===== src/hdl/dmc_pkg.sv =====
// Functional notes
// - Per-channel code: 11 off, 10 on, 00 standby
// - Any standby write clears all latched faults
// - Standby channel: output off, no diagnostic sink
// - All channels standby gives global standby state
// - Off: output off, sink only outside power-up variant
// - Over-load switches channel off and latches it
// - Either supply low: all off, lockout state
// - Leaving lockout: all off, no diagnostic sink
// - Reset values: commands all ones, frame flag one
// - Recovery clears fault storage, global off state
// - Other global off entries enable diagnostic sink
// - Enable low holds lowest consumption state
// - Over-temperature acts on its own channel only
// - Enable low clears registers and driver logic; interrupt status and enable registers are kept
package dmc_pkg;

  // ==========================================================
  // Channel commands
  localparam int CH_COUNT = 12;
  localparam logic [1:0] CMD_OFF = 2'h3;
  localparam logic [1:0] CMD_ON = 2'h2;
  localparam logic [1:0] CMD_STBY = 2'h0;
  localparam logic [23:0] CMD_RESET = 24'hffffff;
  localparam int CMD_W = 24;

  // ==========================================================
  // Register byte addresses
  localparam logic [7:0] ADDR_CMD = 8'h00;
  localparam logic [7:0] ADDR_FAULT = 8'h04;
  localparam logic [7:0] ADDR_DIAG = 8'h08;
  localparam logic [7:0] ADDR_MODE = 8'h0c;
  localparam logic [7:0] ADDR_IRQ_ST = 8'h10;
  localparam logic [7:0] ADDR_IRQ_CLR = 8'h14;
  localparam logic [7:0] ADDR_IRQ_EN = 8'h18;

  // ==========================================================
  // Field positions
  localparam int FLT_OT_LSB = 16;
  localparam int DIAG_FERR_BIT = 16;
  localparam int MODE_RUN = 0;
  localparam int MODE_UNDERVOLTAGE_LOCKOUT_STATE = 1;
  localparam int MODE_LOWIQ = 2;
  localparam int MODE_GSTBY = 3;
  localparam int MODE_GOFF = 4;
  localparam int MODE_PWRUP = 5;
  localparam int IRQ_OVL = 0;
  localparam int IRQ_OT = 1;
  localparam int IRQ_OPEN = 2;
  localparam int IRQ_UNDERVOLTAGE_LOCKOUT_STATE = 3;
  localparam int IRQ_FERR = 4;
  localparam int IRQ_W = 5;

  // ==========================================================
  // Operating states
  typedef enum logic [2:0]
  {
    ST_SLEEP = 3'h1,
    ST_UNDERVOLTAGE_LOCKOUT_STATE = 3'h2,
    ST_RUN = 3'h4
  } dmc_state_e;

endpackage : dmc_pkg


===== src/hdl/dmc_ctrl.sv =====
`timescale 1ns/1ps
// Mode control and protection for the twelve-channel driver
module dmc_ctrl
  import dmc_pkg::*;
#(
  parameter int NCH = CH_COUNT
) (
  // Clock and reset
  input wire logic i_core_clk,
  input wire logic i_rst,
  // APB slave
  input wire logic i_psel,
  input wire logic i_penable,
  input wire logic i_pwrite,
  input wire logic [7:0] i_paddr,
  input wire logic [31:0] i_pwdata,
  output logic [31:0] o_prdata,
  output logic o_pready,
  output logic o_pslverr,
  // Pins and analog status, asynchronous
  input wire logic i_enable,
  input wire logic i_supply_core_ok,
  input wire logic i_analog_supply_rail_ok,
  input wire logic i_select_low_port,
  input wire logic i_select_high_port,
  input wire logic [NCH-1:0] i_overload,
  input wire logic [NCH-1:0] i_overtemp,
  input wire logic [NCH-1:0] i_openload,
  // Serial decoder, same clock
  input wire logic i_frame_error,
  // Driver controls
  output logic [NCH-1:0] o_drive_on,
  output logic [NCH-1:0] o_diag_sink_en,
  output logic o_low_iq,
  output logic o_global_standby,
  output logic o_undervoltage_lockout_state,
  output logic o_irq
);

  // ==========================================================
  // Pin synchronisers
  localparam int SW = 3 * NCH + 5;
  localparam logic [SW-1:0] SYNC_RST = {2'h3, {(SW - 2){1'b0}}};

  logic [SW-1:0] sync_raw;
  logic [SW-1:0] sync_out;
  logic [NCH-1:0] ovl_s;
  logic [NCH-1:0] ot_s;
  logic [NCH-1:0] open_s;
  logic en_s;
  logic core_ok_s;
  logic ana_ok_s;
  logic sel_lo_s;
  logic sel_hi_s;

  // Enable is sampled once per 8 ns, far finer than a valid pulse
  assign sync_raw = {i_select_high_port, i_select_low_port,
                     i_analog_supply_rail_ok, i_supply_core_ok, i_enable,
                     i_openload, i_overtemp, i_overload};
  assign ovl_s = sync_out[NCH-1:0];
  assign ot_s = sync_out[2*NCH-1:NCH];
  assign open_s = sync_out[3*NCH-1:2*NCH];
  assign en_s = sync_out[3*NCH];
  assign core_ok_s = sync_out[3*NCH+1];
  assign ana_ok_s = sync_out[3*NCH+2];
  assign sel_lo_s = sync_out[3*NCH+3];
  assign sel_hi_s = sync_out[3*NCH+4];

  dmc_sync #(
    .W(SW),
    .RST_VAL(SYNC_RST)
  ) u_sync (
    .i_core_clk(i_core_clk),
    .i_rst(i_rst),
    .i_async(sync_raw),
    .o_sync(sync_out)
  );

  // ==========================================================
  // Operating state
  dmc_state_e state_q;
  dmc_state_e state_d;
  logic supplies_ok;
  logic run;

  assign supplies_ok = core_ok_s & ana_ok_s;
  assign run = (state_q == ST_RUN);

  // Supply loss overrides everything, then the enable pin
  always_comb
  begin
    state_d = ST_UNDERVOLTAGE_LOCKOUT_STATE;
    case (state_q)
      ST_UNDERVOLTAGE_LOCKOUT_STATE:
        if (supplies_ok)
          state_d = en_s ? ST_RUN : ST_SLEEP;
      ST_SLEEP, ST_RUN:
        if (!supplies_ok)
          state_d = ST_UNDERVOLTAGE_LOCKOUT_STATE;
        else if (!en_s)
          state_d = ST_SLEEP;
        else
          state_d = ST_RUN;
      default:
        state_d = ST_UNDERVOLTAGE_LOCKOUT_STATE;
    endcase
  end

  always_ff @(posedge i_core_clk)
  begin
    if (i_rst)
      state_q <= ST_UNDERVOLTAGE_LOCKOUT_STATE;
    else
      state_q <= state_d;
  end

  // ==========================================================
  // APB decode
  logic apb_setup;
  logic apb_access;
  logic apb_wr;
  logic hit_cmd;
  logic hit_fault;
  logic hit_diag;
  logic hit_mode;
  logic hit_irq_st;
  logic hit_irq_clr;
  logic hit_irq_en;
  logic hit_any;
  logic wr_cmd;
  logic [31:0] rd_mux;

  assign apb_setup = i_psel & ~i_penable;
  assign apb_access = i_psel & i_penable;
  assign apb_wr = apb_access & i_pwrite;
  assign hit_cmd = (i_paddr == ADDR_CMD);
  assign hit_fault = (i_paddr == ADDR_FAULT);
  assign hit_diag = (i_paddr == ADDR_DIAG);
  assign hit_mode = (i_paddr == ADDR_MODE);
  assign hit_irq_st = (i_paddr == ADDR_IRQ_ST);
  assign hit_irq_clr = (i_paddr == ADDR_IRQ_CLR);
  assign hit_irq_en = (i_paddr == ADDR_IRQ_EN);
  assign hit_any = hit_cmd | hit_fault | hit_diag | hit_mode |
                   hit_irq_st | hit_irq_clr | hit_irq_en;
  // Commands are only taken while awake and powered
  assign wr_cmd = apb_wr & hit_cmd & run;
  assign o_pready = 1'b1;
  assign o_pslverr = apb_access & ~hit_any;

  // ==========================================================
  // Command register and power-up variant
  logic [CMD_W-1:0] cmd_q;
  logic pu_q;

  // Sleep and lockout both force the power-on values
  always_ff @(posedge i_core_clk)
  begin
    if (i_rst || !run)
    begin
      cmd_q <= CMD_RESET;
      pu_q <= 1'b1;
    end
    else if (wr_cmd)
    begin
      cmd_q <= i_pwdata[CMD_W-1:0];
      pu_q <= 1'b0;
    end
  end

  // ==========================================================
  // Per-channel decode and fault latches
  logic [NCH-1:0] ovl_q;
  logic [NCH-1:0] ot_q;
  logic [NCH-1:0] open_q;
  logic [NCH-1:0] ovl_set;
  logic [NCH-1:0] ot_set;
  logic [NCH-1:0] open_set;
  logic [NCH-1:0] on_mask;
  logic [NCH-1:0] off_mask;
  logic [NCH-1:0] stby_mask;
  logic [NCH-1:0] wr_stby;
  logic [NCH-1:0] drive_d;
  logic [NCH-1:0] sink_d;
  logic stby_clr;

  genvar g;
  generate
    for (g = 0; g < NCH; g++)
    begin : g_ch
      assign on_mask[g] = (cmd_q[2*g+1:2*g] == CMD_ON);
      assign off_mask[g] = (cmd_q[2*g+1:2*g] == CMD_OFF);
      assign stby_mask[g] = (cmd_q[2*g+1:2*g] == CMD_STBY);
      assign wr_stby[g] = wr_cmd & (i_pwdata[2*g+1:2*g] == CMD_STBY);
      // Over-load only counts while the channel is driving
      assign ovl_set[g] = run & o_drive_on[g] & ovl_s[g];
      // Each sensor touches its own channel only
      assign ot_set[g] = run & ot_s[g];
      assign open_set[g] = run & o_diag_sink_en[g] & open_s[g];
      // Latched channel ignores a repeated on command
      assign drive_d[g] = run & on_mask[g] & ~ovl_q[g] & ~ot_q[g] &
                          ~ovl_set[g] & ~ot_set[g];
      // Sink only in the normal off variant
      assign sink_d[g] = run & off_mask[g] & ~pu_q;
    end
  endgenerate

  assign stby_clr = |wr_stby;

  // New fault wins over a standby clear in the same cycle
  always_ff @(posedge i_core_clk)
  begin
    if (i_rst || !run)
    begin
      ovl_q <= '0;
      ot_q <= '0;
      open_q <= '0;
    end
    else
    begin
      ovl_q <= ovl_set | (ovl_q & {NCH{~stby_clr}});
      ot_q <= ot_set | (ot_q & {NCH{~stby_clr}});
      open_q <= open_set | (open_q & {NCH{~stby_clr}});
    end
  end

  // ==========================================================
  // Drive, sink and global standby outputs registered so no decode glitch reaches a gate; low-Iq and lockout decode state_q
  logic all_stby;
  logic all_off;

  assign all_stby = &stby_mask;
  assign all_off = &off_mask;

  always_ff @(posedge i_core_clk)
  begin
    if (i_rst)
    begin
      o_drive_on <= '0;
      o_diag_sink_en <= '0;
      o_global_standby <= 1'b0;
    end
    else
    begin
      o_drive_on <= drive_d;
      o_diag_sink_en <= sink_d;
      o_global_standby <= run & all_stby;
    end
  end

  assign o_low_iq = (state_q == ST_SLEEP);
  assign o_undervoltage_lockout_state = (state_q == ST_UNDERVOLTAGE_LOCKOUT_STATE);

  // ==========================================================
  // Frame error flag, updated when both selects are high again
  logic both_hi;
  logic both_hi_q;
  logic frame_end;
  logic ferr_seen_q;
  logic ferr_flag_q;

  // Relies on the idle gap, far above two sampling periods
  assign both_hi = sel_lo_s & sel_hi_s;
  assign frame_end = both_hi & ~both_hi_q;

  always_ff @(posedge i_core_clk)
  begin
    if (i_rst || !run)
    begin
      both_hi_q <= 1'b1;
      ferr_seen_q <= 1'b0;
      ferr_flag_q <= 1'b1;
    end
    else
    begin
      both_hi_q <= both_hi;
      ferr_seen_q <= ~frame_end & (ferr_seen_q | i_frame_error);
      if (frame_end)
        ferr_flag_q <= ferr_seen_q | i_frame_error;
    end
  end

  // ==========================================================
  // Interrupts
  logic [IRQ_W-1:0] irq_ev;
  logic [IRQ_W-1:0] irq_st_q;
  logic [IRQ_W-1:0] irq_en_q;
  logic [IRQ_W-1:0] irq_clr;

  assign irq_ev[IRQ_OVL] = |ovl_set;
  assign irq_ev[IRQ_OT] = |ot_set;
  assign irq_ev[IRQ_OPEN] = |open_set;
  assign irq_ev[IRQ_UNDERVOLTAGE_LOCKOUT_STATE] = (state_d == ST_UNDERVOLTAGE_LOCKOUT_STATE) & (state_q != ST_UNDERVOLTAGE_LOCKOUT_STATE);
  assign irq_ev[IRQ_FERR] = frame_end & (ferr_seen_q | i_frame_error);
  assign irq_clr = (apb_wr & hit_irq_clr) ? i_pwdata[IRQ_W-1:0] : '0;
  assign o_irq = |(irq_st_q & irq_en_q);

  // Event beats a clear arriving in the same cycle
  always_ff @(posedge i_core_clk)
  begin
    if (i_rst)
    begin
      irq_st_q <= '0;
      irq_en_q <= '0;
    end
    else
    begin
      irq_st_q <= irq_ev | (irq_st_q & ~irq_clr);
      if (apb_wr & hit_irq_en)
        irq_en_q <= i_pwdata[IRQ_W-1:0];
    end
  end

  // ==========================================================
  // Read data, captured in the setup cycle
  logic [31:0] mode_word;
  logic [31:0] fault_word;
  logic [31:0] diag_word;

  assign mode_word = 32'(run) << MODE_RUN |
                     32'(o_undervoltage_lockout_state) << MODE_UNDERVOLTAGE_LOCKOUT_STATE |
                     32'(o_low_iq) << MODE_LOWIQ |
                     32'(run & all_stby) << MODE_GSTBY |
                     32'(run & all_off) << MODE_GOFF |
                     32'(pu_q) << MODE_PWRUP;
  // Three separate flags per channel
  assign fault_word = 32'(ovl_q) | (32'(ot_q) << FLT_OT_LSB);
  assign diag_word = 32'(open_q) | (32'(ferr_flag_q) << DIAG_FERR_BIT);
  assign rd_mux = hit_cmd ? 32'(cmd_q) :
                  hit_fault ? fault_word :
                  hit_diag ? diag_word :
                  hit_mode ? mode_word :
                  hit_irq_st ? 32'(irq_st_q) :
                  hit_irq_en ? 32'(irq_en_q) : 32'h0000_0000;

  always_ff @(posedge i_core_clk)
  begin
    if (i_rst)
      o_prdata <= '0;
    else if (apb_setup && !i_pwrite)
      o_prdata <= rd_mux;
  end
endmodule : dmc_ctrl


===== src/hdl/dmc_sync.sv =====
`timescale 1ns/1ps
// Two-stage synchroniser for a bundle of pin levels
module dmc_sync #(
  parameter int W = 1,
  parameter logic [W-1:0] RST_VAL = '0
) (
  // Clock and reset
  input wire logic i_core_clk,
  input wire logic i_rst,
  // Levels
  input wire logic [W-1:0] i_async,
  output logic [W-1:0] o_sync
);

  logic [W-1:0] meta_q;

  // First stage feeds only the second
  always_ff @(posedge i_core_clk)
  begin
    if (i_rst)
    begin
      meta_q <= RST_VAL;
      o_sync <= RST_VAL;
    end
    else
    begin
      meta_q <= i_async;
      o_sync <= meta_q;
    end
  end

endmodule : dmc_sync


===== config.mk =====
export PLATFORM = sky130hd
export DESIGN_NAME = dmc_ctrl
export DESIGN_NICKNAME = d
export VERILOG_FILES = /design/src/hdl/dmc_pkg.sv /design/src/hdl/dmc_ctrl.sv /design/src/hdl/dmc_sync.sv
export SDC_FILE = /design/constraint.sdc
export NUM_CORES = 1
export LEC_CHECK = 0
export BUFFER_PORTS_ARGS = -buffer_cell sky130_fd_sc_hd__buf_4
export CAP_MARGIN = 20
export CORE_MARGIN = 2
export CORE_UTILIZATION = 45
export DETAILED_ROUTE_END_ITERATION = 6
export PLACE_DENSITY = 0.75
export SYNTH_ARGS = -nofsm -noshare
export SYNTH_HDL_FRONTEND = slang
export SYNTH_HIERARCHICAL = 1
export SYNTH_SLANG_ARGS = --single-unit

===== constraint.sdc =====
create_clock -name i_core_clk -period 1.9 [get_ports i_core_clk]
set_input_delay 0 -clock i_core_clk [delete_from_list [all_inputs] [get_ports i_core_clk]]
set_output_delay 0 -clock i_core_clk [all_outputs]
set_load 0.005 [all_outputs]

==> results.json <==
{
  "cpPeakStageDelay_ns": 0.56,
  "cellPowerDensity_nw_per_um2": 902,
  "io_pins": 149,
  "worst_setup_path_end_kind": "flop",
  "grt_max_degree": 48,
  "cp-start-kind": "primary input",
  "grt_pass1_vias": 6718,
  "ys_types": 56,
  "drt-vias-per-instance": 5.50,
  "pwr-share-seq_pct": 48.5,
  "path_cells": "dlygate4sd3_1, buf_4, or3_1, or4_4, buf_12, o31ai_1, a21oi_1",
  "synth_seq_cells": 212,
  "pre_cts_ws_ns": 0.124,
  "grt_overflow": 0,
  "fin_cells": 1273,
  "multiInputGateArea_um2": 3190,
  "max-cap-violations": 0,
  "cts_buffers": 21,
  "num_antenna_cells": 0,
  "layout.nets": 1126,
  "tightest_slew_ns": 0.658,
  "postRouteAntennaNets": 0,
  "yosys.area.top_type": "dfxtp_1",
  "hold_violations": 0,
  "dp_cells": 1160,
  "htree_levels": 1,
  "root_buffer": "clkbuf_16",
  "post_cts_resized": 0,
  "synth_most_common_cell": "dfxtp_1",
  "die_h_um": 135,
  "first_iter_violations": 668,
  "hold_path_class": "in -> reg",
  "synth_edf_count": 0,
  "clock_path_buffers": 3,
  "ys_warn_count": 6,
  "dieArea_um2": 18200,
  "cts.clk_slew.worst_paths_ns": 0.07,
  "clock_latency_ns": 0.49,
  "finalWirelength_um": 22600,
  "worstPathArrival_ns": 2.19,
  "grt_antenna_before_repair": 1,
  "syn_area_per_cell_um2": 9.27,
  "fin_hold_ws_ns": 0.0291,
  "synth_cells": 832,
  "comb_power_share_pct": 5.8,
  "grt_pass1_wl_um": 34900,
  "relSlewSlack_pct": 56.1,
  "vias": 7001,
  "slowest_stage": "or4_4",
  "ys_top_cells_by_count": "dfxtp_1 (212), nand2_1 (109), nor2b_1 (76), nor2_1 (71), a21oi_1 (55)",
  "clkSinkCount": 212,
  "netlist_area_um2": 7710,
  "fin_skew_ns": 0.00837,
  "seqCellArea_um2": 4240,
  "fin_tns_setup_ns": 0,
  "fin_ws_ns": 0.0848,
  "drc": 0,
  "crit_family": "buffers and inverters",
  "area_growth_pct": 35.9,
  "crit_required_ns": 2.27,
  "finalMaxSlewViolations": 0,
  "die_w_um": 135,
  "synthTopCellsByArea": "dfxtp_1 (55%), nor2b_1 (6.2%), nand2_1 (5.3%)",
  "finalSetupViolCount": 0,
  "switching_power_mw": 1.97,
  "dr.pass1.iters": 6,
  "start_util_pct": 46.3,
  "r2r_cells": 3,
  "yosys_most_used_dff": "dfxtp_1",
  "row_count": 47,
  "async_reset_ff_share_pct": 0,
  "wl_per_cell_um": 17.8,
  "synth_top_cell_area_share_pct": 55.0,
  "ys_seq_area_share_pct": 55.0,
  "track_usage_pct": 24.2,
  "crit_cells": 7,
  "holdPathStages": 5,
  "ir_worst_vdd_v": 0.000576,
  "p_clk_share_pct": 45.7,
  "intPower_mw": 7.48,
  "critPathMaxFanout": 15,
  "min_period_over_period_pct": 95.5,
  "status": "complete, no violations",
  "drive_gt1_share_pct": 20.2,
  "rsz0062_at_grt": "no",
  "power.leakage_nw": 4.42,
  "portBuffers": 135,
  "path_class": "in -> reg",
  "power_mw": 9.45,
  "max_freq_ghz": 0.551,
  "gp_congestion": 0.947,
  "hpwl_um": 15500,
  "nFillCells": 1385,
  "cp.buffers_inverters": 3,
  "min_period_ns": 1.82,
  "cts_tree": "yes",
  "core_area_um2": 16600,
  "swShare_pct": 20.9
}
[layer usage]
layer / part of all wire (%) / GRT usage (%) / wire [um] / up-vias
li1: - / - / - / 3333
met1: 41 / 31.5 / 9300 / 3210
met2: 46 / 39.3 / 10300 / 397
met3: 11 / 6.68 / 2430 / 59
met4: 2.5 / 7.43 / 570 / 2
met5: 0.044 / 0 / 10 / -
[per-stage QoR]
stage | cell area, um^2 | utilization [%]
2_1_floorplan | 7720 | -
3_3_place_gp | 9000 | 54.1
3_5_place_dp | 9000 | 54.1
4_1_cts | 10500 | 63.0
5_1_grt | 10500 | 63.0
6_report | 10500 | 63.0
[kinds of logic after synthesis]
family                    count (synthesis)  share of synthesized area, %
AOI/OAI and AO/OA                       147                          12.8
muxes                                    11                          1.43
other                                     2                        0.0974
DFF                                     212                          55.0
xor gates and xnor gates                  1                         0.114
buffers and inverters                    63                          3.96
and+or+nand+nor                         396                          26.5
[path summary, 6_finish.rpt]
path,startpoint,to,slack (ns)
max,i_paddr[7],open_q[2],0.08
min,i_paddr[3],pu_q,0.03
max reg2reg,state_q[2],o_diag_sink_en[6],0.12
min reg2reg,u_sync/meta_q[39],u_sync/o_sync[39],0.42
[sequential cells by signal, summed over array words and instances (netlist names)]
signal	flops
both_hi_q	1
cmd_q	24
ferr_flag_q	1
ferr_seen_q	1
irq_en_q	5
irq_st_q	5
o_diag_sink_en	12
o_drive_on	12
o_global_standby	1
o_prdata	28
open_q	12
ot_q	12
ovl_q	12
pu_q	1
state_q	3
u_sync/meta_q	41
u_sync/o_sync	41
[what timing repair did]
action,in CTS,in global routing
hold buffers,76,0
setup buffers,0,0
hold endpoints to repair,94,0
[layout make-up]
type	count	share of cell area, %
sequential	212	40.5
multi-input combinational	560	30.4
timing repair buffer	239	19.4
tap	220	2.63
clock inverter	11	1.55
inverter	5	0.179
clock buffer	26	5.29
[tightest hold or removal path, delay by kind of cell]
family | cells | cell delay (ns)
buffers and inverters | 1 | 0.08
AND/OR/NAND/NOR | 4 | 0.41
[power groups by stage]
stage | Combinational (mW) | Clock [mW] | Sequential (mW)
after global routing | 0.590 | 4.50 | 4.59
final | 0.546 | 4.32 | 4.58
after CTS | 0.539 | 4.36 | 4.58
after detailed placement | 0.415 | 0 | 4.68
after global placement | 0.411 | 0 | 4.68
after floorplan | 0.209 | 0 | 4.67
[placed cells by master, fill, tap and decap left out, types with 7 or more instances in the layout]
master | Yosys | final
nor2_1 | 71 | 70
a211oi_1 | 7 | 7
dlygate4sd3_1 | 0 | 76
nor2b_1 | 76 | 76
a221oi_1 | 9 | 9
nand3_1 | 36 | 36
buf_4 | 7 | 159
nor4b_1 | 13 | 13
and3_1 | 14 | 14
o21ai_0 | 20 | 20
a21oi_1 | 55 | 55
nor4_1 | 16 | 16
nor3_1 | 18 | 18
o31ai_1 | 7 | 7
nand4_1 | 8 | 8
nand2_1 | 109 | 109
clkbuf_16 | 0 | 21
o22ai_1 | 7 | 7
dfxtp_1 | 212 | 212
a222oi_1 | 8 | 8
a2111oi_0 | 12 | 12
mux2i_1 | 11 | 11
No activity file was read; power rests on OpenSTA's default activity.
